File: src/verilog/lvcs_defines.svh
// register offsets, field positions, reset values and sizes of the channel-set router
// assumes: included by bare name from the package and the design modules
`ifndef LVCS_DEFINES_SVH
`define LVCS_DEFINES_SVH

`define LVCS_ADDR_CTRL      8'h00
`define LVCS_ADDR_EN_SIDE0  8'h04
`define LVCS_ADDR_EN_SIDE1  8'h08
`define LVCS_ADDR_CAPS      8'h0C
`define LVCS_ADDR_STATUS    8'h10

`define LVCS_CTRL_W         5
`define LVCS_CTRL_RESET     5'h00
`define LVCS_EN_RESET       8'h00
`define LVCS_STAT_DROP_BIT  0
`define LVCS_STAT_ILL_BIT   1

`define LVCS_SUPPORT_DEF    8'h07
`define LVCS_STREAM_CNT_DEF 5'h10
`define LVCS_BUF_DEPTH      4
`define LVCS_BUF_FULL       3'h4
`define LVCS_LEGACY_SEQ     4'h8
`define LVCS_LEGACY_MAP     4'h1

`endif

File: src/verilog/lvcs_pkg.sv
// types shared by the channel-set router and its per-class buffers
// assumes: lvcs_defines.svh is on the include path
`include "lvcs_defines.svh"

package lvcs_pkg;

  // traffic class of a packet, as carried in its command
  typedef enum logic [1:0] {
    LVCS_CLS_POSTED    = 2'b00,
    LVCS_CLS_NONPOSTED = 2'b01,
    LVCS_CLS_RESPONSE  = 2'b10,
    LVCS_CLS_INFO      = 2'b11
  } lvcs_class_t;

  // channel set codes 0..7 plus the two sets named by the isoc bit alone
  typedef enum logic [3:0] {
    LVCS_SET_ALT      = 4'b0000,
    LVCS_SET_UNFLOWED = 4'b0001,
    LVCS_SET_STREAM   = 4'b0010,
    LVCS_SET_RSV3     = 4'b0011,
    LVCS_SET_IMP4     = 4'b0100,
    LVCS_SET_RSV5     = 4'b0101,
    LVCS_SET_IMP6     = 4'b0110,
    LVCS_SET_IMP7     = 4'b0111,
    LVCS_SET_BASE     = 4'b1000,
    LVCS_SET_ISOC     = 4'b1001
  } lvcs_set_t;

  typedef struct packed {
    logic [7:0]  addr;
    logic [31:0] wdata;
    logic        wr;
    logic        rd;
  } lvcs_reg_req_t;

  // received non-info packet header fields used for classification
  typedef struct packed {
    logic        side;
    lvcs_class_t cls;
    logic        isoc;
    logic [3:0]  sequence_tag;
    logic [4:0]  source_tag_field;
    logic [2:0]  response_set_field;
    logic        pass_posted_write_flag;
  } lvcs_pkt_t;

  // classified packet handed to the forwarding side
  typedef struct packed {
    lvcs_set_t   set;
    logic [3:0]  channel;
    lvcs_class_t cls;
    logic [3:0]  sequence_tag;
    logic [4:0]  source_tag_field;
    logic        pass_posted_write_flag;
    logic        out_side;
    logic        end_of_chain;
    logic        reflect;
  } lvcs_fwd_t;

  typedef struct packed {
    logic [1:0] isoc_flow_en;
    logic       host_couple_en;
    logic       host_slave_mode_bit;
    logic       is_host;
  } lvcs_ctrl_t;

  typedef struct packed {
    lvcs_ctrl_t  ctrl;
    logic [7:0]  side0_channel_set_enables;
    logic [7:0]  side1_channel_set_enables;
    logic        dropped;
    logic        illegal;
    logic [31:0] rdata;
    logic [2:0]  rx_ready;
    logic        side0_legacy;
    logic        side1_legacy;
  } lvcs_top_state_t;

  typedef struct packed {
    lvcs_fwd_t [`LVCS_BUF_DEPTH-1:0] mem;
    logic [2:0]                      count;
    logic                            nonempty;
  } lvcs_buf_state_t;

endpackage : lvcs_pkg

File: src/verilog/lvcs_chan_buf.sv
// per-class packet buffer: a short shift queue whose head is a flip-flop
// assumes: caller never pushes when room_next was low in the cycle before
`timescale 1ns/10ps
`default_nettype none
`include "lvcs_defines.svh"

module lvcs_chan_buf
  import lvcs_pkg::*;
(
  input  wire logic      clock,
  input  wire logic      reset,
  input  wire logic      ce,
  input  wire logic      push,
  input  wire lvcs_fwd_t push_data,
  input  wire logic      pop,
  output lvcs_fwd_t      head,
  output logic           head_valid,
  output logic           room_next
);

  lvcs_buf_state_t s_q;
  lvcs_buf_state_t s_d;

  // pop shifts the queue down, push appends behind the last entry
  always_comb
  begin
    s_d = s_q;
    if (pop && s_q.count != 3'h0)
    begin
      for (int i = 0; i < `LVCS_BUF_DEPTH - 1; i++)
        s_d.mem[i] = s_q.mem[i+1];
      s_d.count = s_q.count - 3'h1;
    end
    if (push && s_d.count != `LVCS_BUF_FULL)
    begin
      s_d.mem[s_d.count[1:0]] = push_data;
      s_d.count = s_d.count + 3'h1;
    end
    s_d.nonempty = (s_d.count != 3'h0);
    room_next    = (s_d.count != `LVCS_BUF_FULL);
  end

  // ce low freezes the whole queue
  always_ff @(posedge clock or posedge reset)
  begin
    if (reset)
      s_q <= '0;
    else if (ce)
      s_q <= s_d;
  end

  assign head       = s_q.mem[0];
  assign head_valid = s_q.nonempty;

endmodule : lvcs_chan_buf
`default_nettype wire

File: src/verilog/lvcs_router.sv
// channel-set classifier and per-class forwarding buffers of a packet link node
// assumes: one clock, synchronous inputs, link framing and flow control done outside
//
// The register offsets and the strobed register port were decided locally.
`timescale 1ns/10ps
`default_nettype none
`include "lvcs_defines.svh"

module lvcs_router
  import lvcs_pkg::*;
#(
  parameter logic [7:0] CHANNEL_SET_SUPPORT = `LVCS_SUPPORT_DEF,
  parameter logic [4:0] STREAM_COUNT        = `LVCS_STREAM_CNT_DEF
)
(
  input  wire logic            clock,
  input  wire logic            reset,
  input  wire logic            ce,
  input  wire lvcs_reg_req_t   reg_req,
  output logic [31:0]          reg_rdata,
  input  wire logic            rx_valid,
  input  wire lvcs_pkt_t       rx_pkt,
  output logic [2:0]           rx_ready,
  output logic [2:0]           tx_valid,
  output lvcs_fwd_t [2:0]      tx_data,
  input  wire logic [2:0]      tx_ready,
  output logic                 side0_legacy,
  output logic                 side1_legacy,
  output logic                 dropped_flag,
  output logic                 illegal_flag
);

  lvcs_top_state_t s_q;
  lvcs_top_state_t s_d;

  logic      [2:0] push;
  logic      [2:0] pop;
  logic      [2:0] room_next;
  lvcs_fwd_t       fwd;
  logic            bad;
  logic            take;
  logic            drop;
  logic            host_couple;

  // classification of the presented packet, ahead of any buffer choice
  always_comb
  begin
    logic [7:0] en_in;
    logic [7:0] en_out;
    logic       legacy_in;
    logic [3:0] seq;
    en_in     = rx_pkt.side ? s_q.side1_channel_set_enables : s_q.side0_channel_set_enables;
    en_out    = rx_pkt.side ? s_q.side0_channel_set_enables : s_q.side1_channel_set_enables;
    legacy_in = (en_in == 8'h00);
    seq       = rx_pkt.sequence_tag;
    fwd       = '0;
    fwd.set   = LVCS_SET_BASE;
    if (!rx_pkt.isoc)
      fwd.set = LVCS_SET_BASE;
    else if (s_q.ctrl.isoc_flow_en[rx_pkt.side])
      fwd.set = LVCS_SET_ISOC;
    else if (legacy_in)
    begin
      // legacy neighbour: isoc traffic rides the alternate set if we may send it there
      if (en_out[0])
      begin
        fwd.set = LVCS_SET_ALT;
        seq     = (seq == `LVCS_LEGACY_SEQ) ? `LVCS_LEGACY_MAP : {1'b0, seq[2:0]};
      end
    end
    else if (rx_pkt.cls == LVCS_CLS_RESPONSE)
      fwd.set = lvcs_set_t'({1'b0, rx_pkt.response_set_field});
    else
    begin
      case (seq)
        4'h8:    fwd.set = LVCS_SET_RSV3;
        4'h9:    fwd.set = LVCS_SET_RSV5;
        4'hA:    fwd.set = LVCS_SET_IMP6;
        4'hB:    fwd.set = LVCS_SET_IMP7;
        4'hC:    fwd.set = LVCS_SET_IMP4;
        4'hD:    fwd.set = LVCS_SET_UNFLOWED;
        4'hE:    fwd.set = LVCS_SET_STREAM;
        4'hF:    fwd.set = LVCS_SET_STREAM;
        default: fwd.set = LVCS_SET_ALT;
      endcase
    end
    fwd.cls                    = rx_pkt.cls;
    fwd.sequence_tag           = seq;
    fwd.source_tag_field       = rx_pkt.source_tag_field;
    fwd.pass_posted_write_flag = rx_pkt.pass_posted_write_flag;
    fwd.out_side               = ~rx_pkt.side;
    if (fwd.set == LVCS_SET_STREAM)
      fwd.channel = {seq[0], rx_pkt.source_tag_field[2:0]};
    // ordered as tag zero; the pass flag still passes through for reordering
    if (fwd.set == LVCS_SET_UNFLOWED || fwd.set == LVCS_SET_STREAM)
      fwd.sequence_tag = 4'h0;
    fwd.end_of_chain = !fwd.set[3] && !en_out[fwd.set[2:0]];
    fwd.reflect      = s_q.ctrl.is_host && !s_q.ctrl.host_slave_mode_bit &&
                       rx_pkt.cls != LVCS_CLS_RESPONSE;
    // reserved codes, unsupported codes and wrong types are refused and flagged
    bad = 1'b0;
    if (fwd.set == LVCS_SET_RSV3 || fwd.set == LVCS_SET_RSV5)
      bad = 1'b1;
    if (!fwd.set[3] && !CHANNEL_SET_SUPPORT[fwd.set[2:0]])
      bad = 1'b1;
    if ((fwd.set == LVCS_SET_UNFLOWED || fwd.set == LVCS_SET_STREAM) && rx_pkt.cls != LVCS_CLS_POSTED)
      bad = 1'b1;
    if (fwd.set == LVCS_SET_STREAM && {1'b0, fwd.channel} >= STREAM_COUNT)
      bad = 1'b1;
  end

  // acceptance per class uses only that class's own ready flag; unflowed never waits
  always_comb
  begin
    take = 1'b0;
    if (rx_valid && rx_pkt.cls != LVCS_CLS_INFO)
      take = s_q.rx_ready[rx_pkt.cls] || fwd.set == LVCS_SET_UNFLOWED;
    drop = take && !bad && fwd.set == LVCS_SET_UNFLOWED &&
           !s_q.rx_ready[LVCS_CLS_POSTED];
    for (int c = 0; c < 3; c++)
      push[c] = take && !bad && !drop && rx_pkt.cls == lvcs_class_t'(c[1:0]);
  end

  assign host_couple = s_q.ctrl.is_host && s_q.ctrl.host_couple_en;

  // each class drains on its own ready only, so responses never wait on requests
  assign pop = tx_valid & tx_ready;

  // one buffer per class keeps the three channels from starving each other
  genvar g;
  generate
    for (g = 0; g < 3; g++)
    begin : g_class
      lvcs_chan_buf u_buf (
        .clock      (clock),
        .reset      (reset),
        .ce         (ce),
        .push       (push[g]),
        .push_data  (fwd),
        .pop        (pop[g]),
        .head       (tx_data[g]),
        .head_valid (tx_valid[g]),
        .room_next  (room_next[g])
      );
    end
  endgenerate

  // register port, ready flags, sticky status and legacy indication
  always_comb
  begin
    s_d       = s_q;
    s_d.rdata = 32'h0000_0000;
    if (reg_req.rd)
    begin
      case (reg_req.addr)
        `LVCS_ADDR_CTRL:     s_d.rdata = {27'h000_0000, s_q.ctrl};
        `LVCS_ADDR_EN_SIDE0: s_d.rdata = {24'h00_0000, s_q.side0_channel_set_enables};
        `LVCS_ADDR_EN_SIDE1: s_d.rdata = {24'h00_0000, s_q.side1_channel_set_enables};
        `LVCS_ADDR_CAPS:     s_d.rdata = {19'h0_0000, STREAM_COUNT, CHANNEL_SET_SUPPORT};
        `LVCS_ADDR_STATUS:   s_d.rdata = {30'h0000_0000, s_q.illegal, s_q.dropped};
        default:             s_d.rdata = 32'h0000_0000;
      endcase
    end
    if (reg_req.wr)
    begin
      case (reg_req.addr)
        `LVCS_ADDR_CTRL:
          s_d.ctrl = lvcs_ctrl_t'(reg_req.wdata[`LVCS_CTRL_W-1:0]);
        // only supported sets can be enabled
        `LVCS_ADDR_EN_SIDE0:
          s_d.side0_channel_set_enables = reg_req.wdata[7:0] & CHANNEL_SET_SUPPORT;
        `LVCS_ADDR_EN_SIDE1:
          s_d.side1_channel_set_enables = reg_req.wdata[7:0] & CHANNEL_SET_SUPPORT;
        `LVCS_ADDR_STATUS:
        begin
          if (reg_req.wdata[`LVCS_STAT_DROP_BIT])
            s_d.dropped = 1'b0;
          if (reg_req.wdata[`LVCS_STAT_ILL_BIT])
            s_d.illegal = 1'b0;
        end
        default: ;
      endcase
    end
    // a new event in the clearing cycle wins over the clear
    if (drop)
      s_d.dropped = 1'b1;
    if (take && bad)
      s_d.illegal = 1'b1;
    s_d.side0_legacy = (s_q.side0_channel_set_enables == 8'h00);
    s_d.side1_legacy = (s_q.side1_channel_set_enables == 8'h00);
    // non-host: readiness is buffer room alone; host may add the allowed couplings
    s_d.rx_ready[0] = room_next[0] && (!host_couple || tx_ready[0]);
    s_d.rx_ready[1] = room_next[1] && (!host_couple || tx_ready[2]);
    s_d.rx_ready[2] = room_next[2] && (!host_couple || tx_ready[0] || tx_ready[2]);
  end

  // all state but the class buffers in one register; reset leaves every direction in legacy mode
  always_ff @(posedge clock or posedge reset)
  begin
    if (reset)
    begin
      s_q                           <= '0;
      s_q.ctrl                      <= `LVCS_CTRL_RESET;
      s_q.side0_channel_set_enables <= `LVCS_EN_RESET;
      s_q.side1_channel_set_enables <= `LVCS_EN_RESET;
      s_q.side0_legacy              <= 1'b1;
      s_q.side1_legacy              <= 1'b1;
    end
    else if (ce)
      s_q <= s_d;
  end

  assign reg_rdata    = s_q.rdata;
  assign rx_ready     = s_q.rx_ready;
  assign side0_legacy = s_q.side0_legacy;
  assign side1_legacy = s_q.side1_legacy;
  assign dropped_flag = s_q.dropped;
  assign illegal_flag = s_q.illegal;
endmodule : lvcs_router
`default_nettype wire

File: config.mk
export PLATFORM = sky130hd
export DESIGN_NAME = lvcs_router
export DESIGN_NICKNAME = d
export VERILOG_FILES = /design/src/verilog/lvcs_pkg.sv /design/src/verilog/lvcs_chan_buf.sv /design/src/verilog/lvcs_router.sv
export VERILOG_INCLUDE_DIRS = /design/src /design/src/verilog
export SDC_FILE = /design/constraint.sdc
export NUM_CORES = 1
export LEC_CHECK = 0
export BUFFER_PORTS_ARGS = -buffer_cell sky130_fd_sc_hd__clkbuf_2
export CORE_UTILIZATION = 30
export DETAILED_ROUTE_END_ITERATION = 10
export GPL_ROUTABILITY_DRIVEN = 0
export GPL_TIMING_DRIVEN = 0
export PLACE_DENSITY = 0.43
export SKIP_CTS_REPAIR_TIMING = 1
export SLEW_MARGIN = 20
export SYNTH_ARGS = -nofsm -noshare
export SYNTH_HDL_FRONTEND = slang
export SYNTH_SLANG_ARGS = --single-unit
File: constraint.sdc
create_clock -name clock -period 29.1 [get_ports clock]
set_input_delay 4.365 -clock clock [delete_from_list [all_inputs] [get_ports clock]]
set_output_delay 4.365 -clock clock [all_outputs]
set_load 0.005 [all_outputs]
==> flow_summary.ini, run 1 <==
[grt]
groute.usage.overall_pct = 19.1
antenna_found_initial = 2
grt_overflow_total = 0
grt_pass1_wl_um = 73500
first_global_vias = 11491
grt_max_degree = 104

[clock_tree]
clkSinkCount = 312
cts_root_buf = clkbuf_16
clk_pin_slew_ps = 60
htreeDepth = 2
numCtsBuffers = 36
clock_path_buffers = 3
clk_latency_ps = 550
cts_tree = done

[setup_path]
cpLargestDelayFamily = compound AO/OA/AOI/OAI gates
arrival_ps = 8300
reg2reg_slack_ps = 24830
max_stage_delay_ps = 770
start_kind = input port
r2r_cells = 15
reg2reg_from = g_class[0].u_buf.s_q[1]
cp_max_fo = 10
endpoint_kind = flop
critPathSlowestCell = nor2_1
worstReg2RegEnd = g_class[0].u_buf.s_q[68]
crit_chain = clkbuf_2 > mux2i_1 > nand2_1 > nor2_1 > a32oi_1 > o211ai_4 > buf_2 > o21ai_1 > clkbuf_1 > o2bb2ai_1 > a2bb2oi_1
required_ps = 29500
path_buf_inv = 3
worstSetupPathType = input port to flop

[placement]
placed_cells_incl_taps = 2225
io_buffers = 118
hpwl_um = 33900

[final_layout]
final_cells = 2287
fill_cells = 5017
nNetsFinal = 1683
multi_input_area_sq_um = 6080
ff_latch_area_sq_um = 7810
diodes = 0
drive_gt1_share_pct = 27.5
area_growth_pct = 18.5

[timing]
min_period_ps = 7900
final.setup.tns_ps = 0
setup_viol = 0
fin_hold_ws_ps = 472
relSlewSlack_pct = 22.5
rsz0062_at_grt = false
skew_ps = 27.4
worst_slew_pin_slew_ps = 1160
hold_viol = 0
fin_crit_sh_pct = 27.2
finalMaxSlewViolations = 0
fmax_ghz = 0.127

[logic_synthesis]
ys_ff_latch = 312
synth_top_area_share_pct = 51.2
ys_async_sr_fraction_pct = 100
synth-edff-count = 0
synth_area_leaders = dfrtp_1 51%, buf_4 5.3%, o221a_2 5.1%
synth-main-ff-cell = dfrtp_1
synth_area_leader_cell = dfrtp_1
synthesis.area_sq_um = 15100
yosysMostFrequentCell = dfrtp_1
yosysWarnings = 0
synthCells = 1412
yosysSeqAreaShare_pct = 51.6
synthTopCellsByCount = 310 x dfrtp_1, 146 x nand2_1, 107 x buf_4
synth_cell_types = 82
syn_area_per_cell_sq_um = 10.7

[routing]
dr.pass1.iters = 5
drc = 0
via_count = 11474
wirelength_um = 47900
postRouteAntennaNets = 0
routed_via_density = 5.02
avgRoutedWirePerCell_um = 20.9
dr.first_iter.drc_count = 806

[die]
die_area_sq_um = 51400
fp.dieW_um = 227
start_util_pct = 30.7
io_pins = 177
core-area_sq_um = 49400
die_y_um = 227
rows = 81

[hold_path]
min_path_cells = 1
hp-class = flop to flop
min_from = g_class[2].u_buf.s_q[87]
whs_endpoint = g_class[2].u_buf.s_q[87]

[power]
leakagePower_nw = 8.01
ir_worst_vdd_uv = 34.9
p_per_area_nw_per_um2 = 88.8
total_power_mw = 1.59

[status]
outcome = finished, final reports clean

[job]
maxCapViolations = 0
==> registers in the layout (all words and copies together) (netlist names), 3 cells and up <==
| signal | flops |
|---|---|
| g_class.u_buf.s_q | 216 |
| g_class.u_buf.head | 69 |
| s_q | 11 |
| reg_rdata | 6 |
| g_class.u_buf.head_valid | 3 |
| rx_ready | 3 |
==> cell type report <==
type                    instances  share of cell area, %
multi-input cells             879                   33.9
well taps                     664                   4.63
flip-flops and latches        312                   43.5
plain buffers                 197                   6.57
repair buffers                124                   3.90
inverters                      49                   1.07
clock buffers                  54                   5.96
clock inverters                 8                  0.446
==> report_power, final <==
| group | switching (mW) | internal [mW] |
|---|---|---|
| sequential | 0.0819 | 0.564 |
| combinational | 0.247 | 0.250 |
| clock | 0.186 | 0.262 |
==> worst max-delay path by stage <==
stage,from,slack [ps],end,cells past startpoint
6_report,rx_pkt[16],21200,g_class[0].u_buf.head[18],11
4_1_cts,rx_pkt[16],21140,g_class[1].u_buf.s_q[35],11
2_1_floorplan,reset,16110,dropped_flag,1
3_3_place_gp,reset,12120,g_class[1].u_buf.head[14],2
5_1_grt,rx_pkt[16],20840,g_class[1].u_buf.s_q[31],11
3_5_place_dp,rx_pkt[16],20550,g_class[1].u_buf.s_q[35],11
==> worst reg2reg max path: stages (launching register included) <==
cell and delay [ps]:
dfrtp_1 410, inv_1 80, ha_1 210, a21oi_1 240, clkbuf_1 440, nor2_1 80
a21oi_1 360, inv_1 160, ha_1 270, a21oi_1 390, nand3_1 210, or2_1 250
clkbuf_1 180, a21oi_4 370, buf_2 320, a2bb2oi_1 210
==> kinds of logic (layout without fill, tap and decap cells) <==
| group | Yosys count | after routing | synth area share [%] |
|---|---|---|---|
| AO/OA/AOI/OAI | 393 | 393 | 21.6 |
| XOR/XNOR | 18 | 18 | 1.04 |
| adder cells (fa/ha/maj) | 18 | 18 | 1.49 |
| buffers and inverters | 246 | 432 | 9.00 |
| flip-flops | 312 | 312 | 51.6 |
| multiplexers | 43 | 43 | 3.20 |
| other | 1 | 26 | 0.0248 |
| AND/OR/NAND/NOR | 381 | 381 | 12.1 |
==> placed cells by master, fill, tap and decap left out, types with 11 or more instances in the layout <==
cell,n
a21oi_1,33
nand2_1,146
ha_1,18
a221oi_1,18
or3_1,15
nand3_1,31
o221a_2,69
and2_1,15
nor2_1,73
nor2b_1,13
clkbuf_1,68
buf_2,24
buf_4,109
nor3_1,33
inv_1,48
xnor2_1,16
mux2_2,29
o21ai_0,39
clkbuf_16,36
a2bb2oi_1,39
nand2b_1,11
o22ai_1,30
conb_1,26
dfrtp_1,310
a22o_1,47
clkbuf_2,118
o32ai_1,15
mux2i_1,12
==> per-layer routing <==
metal | wire [um] | track usage, %
met5 | 12 | 0
met4 | 967 | 5.30
met3 | 1910 | 2.71
met2 | 21700 | 29.6
met1 | 23300 | 27.5
==> per-stage QoR <==
step	setup WS (ps)	util, %	area (sq um)
after floorplan	16110	-	15200
after global routing	20840	36.4	17900
final	21200	36.4	17900
after detailed placement	20550	34.0	16800
after global placement	12120	33.7	16700
after CTS	21140	36.4	17900
Power figures use the tool's default switching activity.
==> inputs of run 2 (changes only) <==
==> constraint.sdc (replaced) <==
create_clock -name clock -period 7.4 [get_ports clock]
set_input_delay 1.11 -clock clock [delete_from_list [all_inputs] [get_ports clock]]
set_output_delay 1.11 -clock clock [all_outputs]
set_load 0.005 [all_outputs]
==> run 2 against run 1 <==
  * Critical path depth did not move
  * Total power rose to 4.0 times the previous value
  * Flip-flop and latch count did not move
  * Sequential power rose to 3.9 times the previous value
  * Non-clock buffer count rose by 8
  * Wire length barely moved
  * Cell area rose by 0.84%
  * Register-to-register slack got worse by 22000 ps
  * Clock power rose to 4.0 times the previous value
  * Largest power group unchanged
==> flow_summary.ini, run 2 (synthesis gave the netlist of run 1 again) <==
[clock_tree]
htreeDepth = 2
clk_pin_slew_ps = 60
cts_tree = done
numCtsBuffers = 37
clock_path_buffers = 3
cts_root_buf = clkbuf_16
clkSinkCount = 312
clk_latency_ps = 550

[setup_path]
worst_path_most_repeated_cell = buf_2
required_ps = 7790
crit_chain = clkbuf_2 > mux2i_1 > nand2_1 > nor2_1 > a32oi_1 > o211a_1 > and3_1 > buf_2 > a21oi_1 > buf_2 > a221oi_1
worstSetupPathType = input port to flop
critPathSlowestCell = nor2_1
cp_max_fo = 10
max_stage_delay_ps = 850
arrival_ps = 5230
start_kind = input port
endpoint_kind = flop

[die]
die_y_um = 227
start_util_pct = 30.7
rows = 81
core-area_sq_um = 49400
fp.dieW_um = 227
io_pins = 177
die_area_sq_um = 51400

[status]
outcome = finished, final reports clean

[job]
maxCapViolations = 0

[placement]
hpwl_um = 34800
placed_cell_area_sq_um = 16900
io_buffers = 118

[routing]
postRouteAntennaNets = 0
routed_via_density = 5.01
dr.pass1.iters = 5
via_count = 11504
drc = 0
avgRoutedWirePerCell_um = 20.9
wirelength_um = 47900
dr.first_iter.drc_count = 798

[timing]
fin_hold_ws_ps = 466
final.setup.tns_ps = 0
finalMaxSlewViolations = 0
setup_viol = 0
hold_viol = 0
skew_ps = 24.2
min_period_ps = 4840
worst_slew_pin_slew_ps = 1070
rsz0062_at_grt = false
relSlewSlack_pct = 28.4
fin_crit_sh_pct = 65.4
fmax_ghz = 0.206

[final_layout]
mostFrequentLayoutCell = dfrtp_1
diodes = 0
largest_register_ffs = 216
final_cell_mix = 310 x dfrtp_1, 146 x nand2_1, 118 x clkbuf_2, 109 x buf_4, 73 x nor2_1
drive_gt1_share_pct = 27.7
ff_latch_area_sq_um = 7810
regMostFlops = g_class.u_buf.s_q
multi_input_area_sq_um = 6080
fin_area_sq_um = 18100
fill_cells = 5004
utilization_pct = 36.7
area_growth_pct = 19.5
nNetsFinal = 1692

[grt]
groute.usage.overall_pct = 19.1
antenna_found_initial = 2
grt_max_degree = 34
first_global_vias = 11602
grt_pass1_wl_um = 73500
grt_overflow_total = 0

[hold_path]
hp-class = flop to flop

[power]
leakagePower_nw = 8.07
ir_worst_vdd_uv = 159
p_per_area_nw_per_um2 = 348
total_power_mw = 6.29
run 2: cell count changes in the layout (fill, tap and decap cells not counted), sizes merged:
cell and change:
clkbuf +1, bufinv +1, clkinv -2, clkinvlp +2, buf +8
run 2: area by class of cell:
class                      instances  area share, %
inverter                          49           1.04
buffer                           197           6.51
sequential                       312           43.2
clock inverter                     9          0.581
timing repair buffer             132           4.67
clock buffer                      55           5.82
tap                              664           4.59
multi-input combinational        879           33.6
run 2: layer usage:
metal	share of wire (%)	GRT usage [%]	vias to the layer above
li1	-	-	5487
met1	48	27.6	5679
met2	45	29.2	263
met3	4.4	3.10	73
met4	2.4	5.65	2
met5	0.027	0	-
run 2: final timing paths:
check	slack (ps)	end	depth (start not counted)	start
worst max-delay path	2560	g_class[1].u_buf.s_q[33]	11	rx_pkt[16]
worst min-delay path	470	g_class[2].u_buf.s_q[87]	1	g_class[2].u_buf.s_q[87]
worst max register to register	2970	g_class[1].u_buf.s_q[33]	10	s_q[59]
worst min register to register	470	g_class[2].u_buf.s_q[87]	1	g_class[2].u_buf.s_q[87]
max in group asynchronous	5630	g_class[1].u_buf.head[8]	6	reset
min in group asynchronous	590	g_class[0].u_buf.head[8]	2	reset
run 2: critical path: cells and delay by family:
kind | cells | cell delay [ps]
compound gates | 4 | 1460
mux | 1 | 550
buf+inv | 3 | 700
simple gates | 3 | 1380
run 2: metrics by stage:
stage / cells / setup slack [ps]
after floorplan: 1437 / 2140
after global placement: 2219 / -44.9
after detailed placement: 2233 / 1950
after CTS: 2297 / 2520
after global routing: 2297 / 2340
final: 2297 / 2560
run 2: power breakdown:
group / switching (mW) / internal (mW)
logic: 0.973 / 0.990
clock network: 0.729 / 1.05
registers: 0.325 / 2.22
total: 2.03 / 4.26
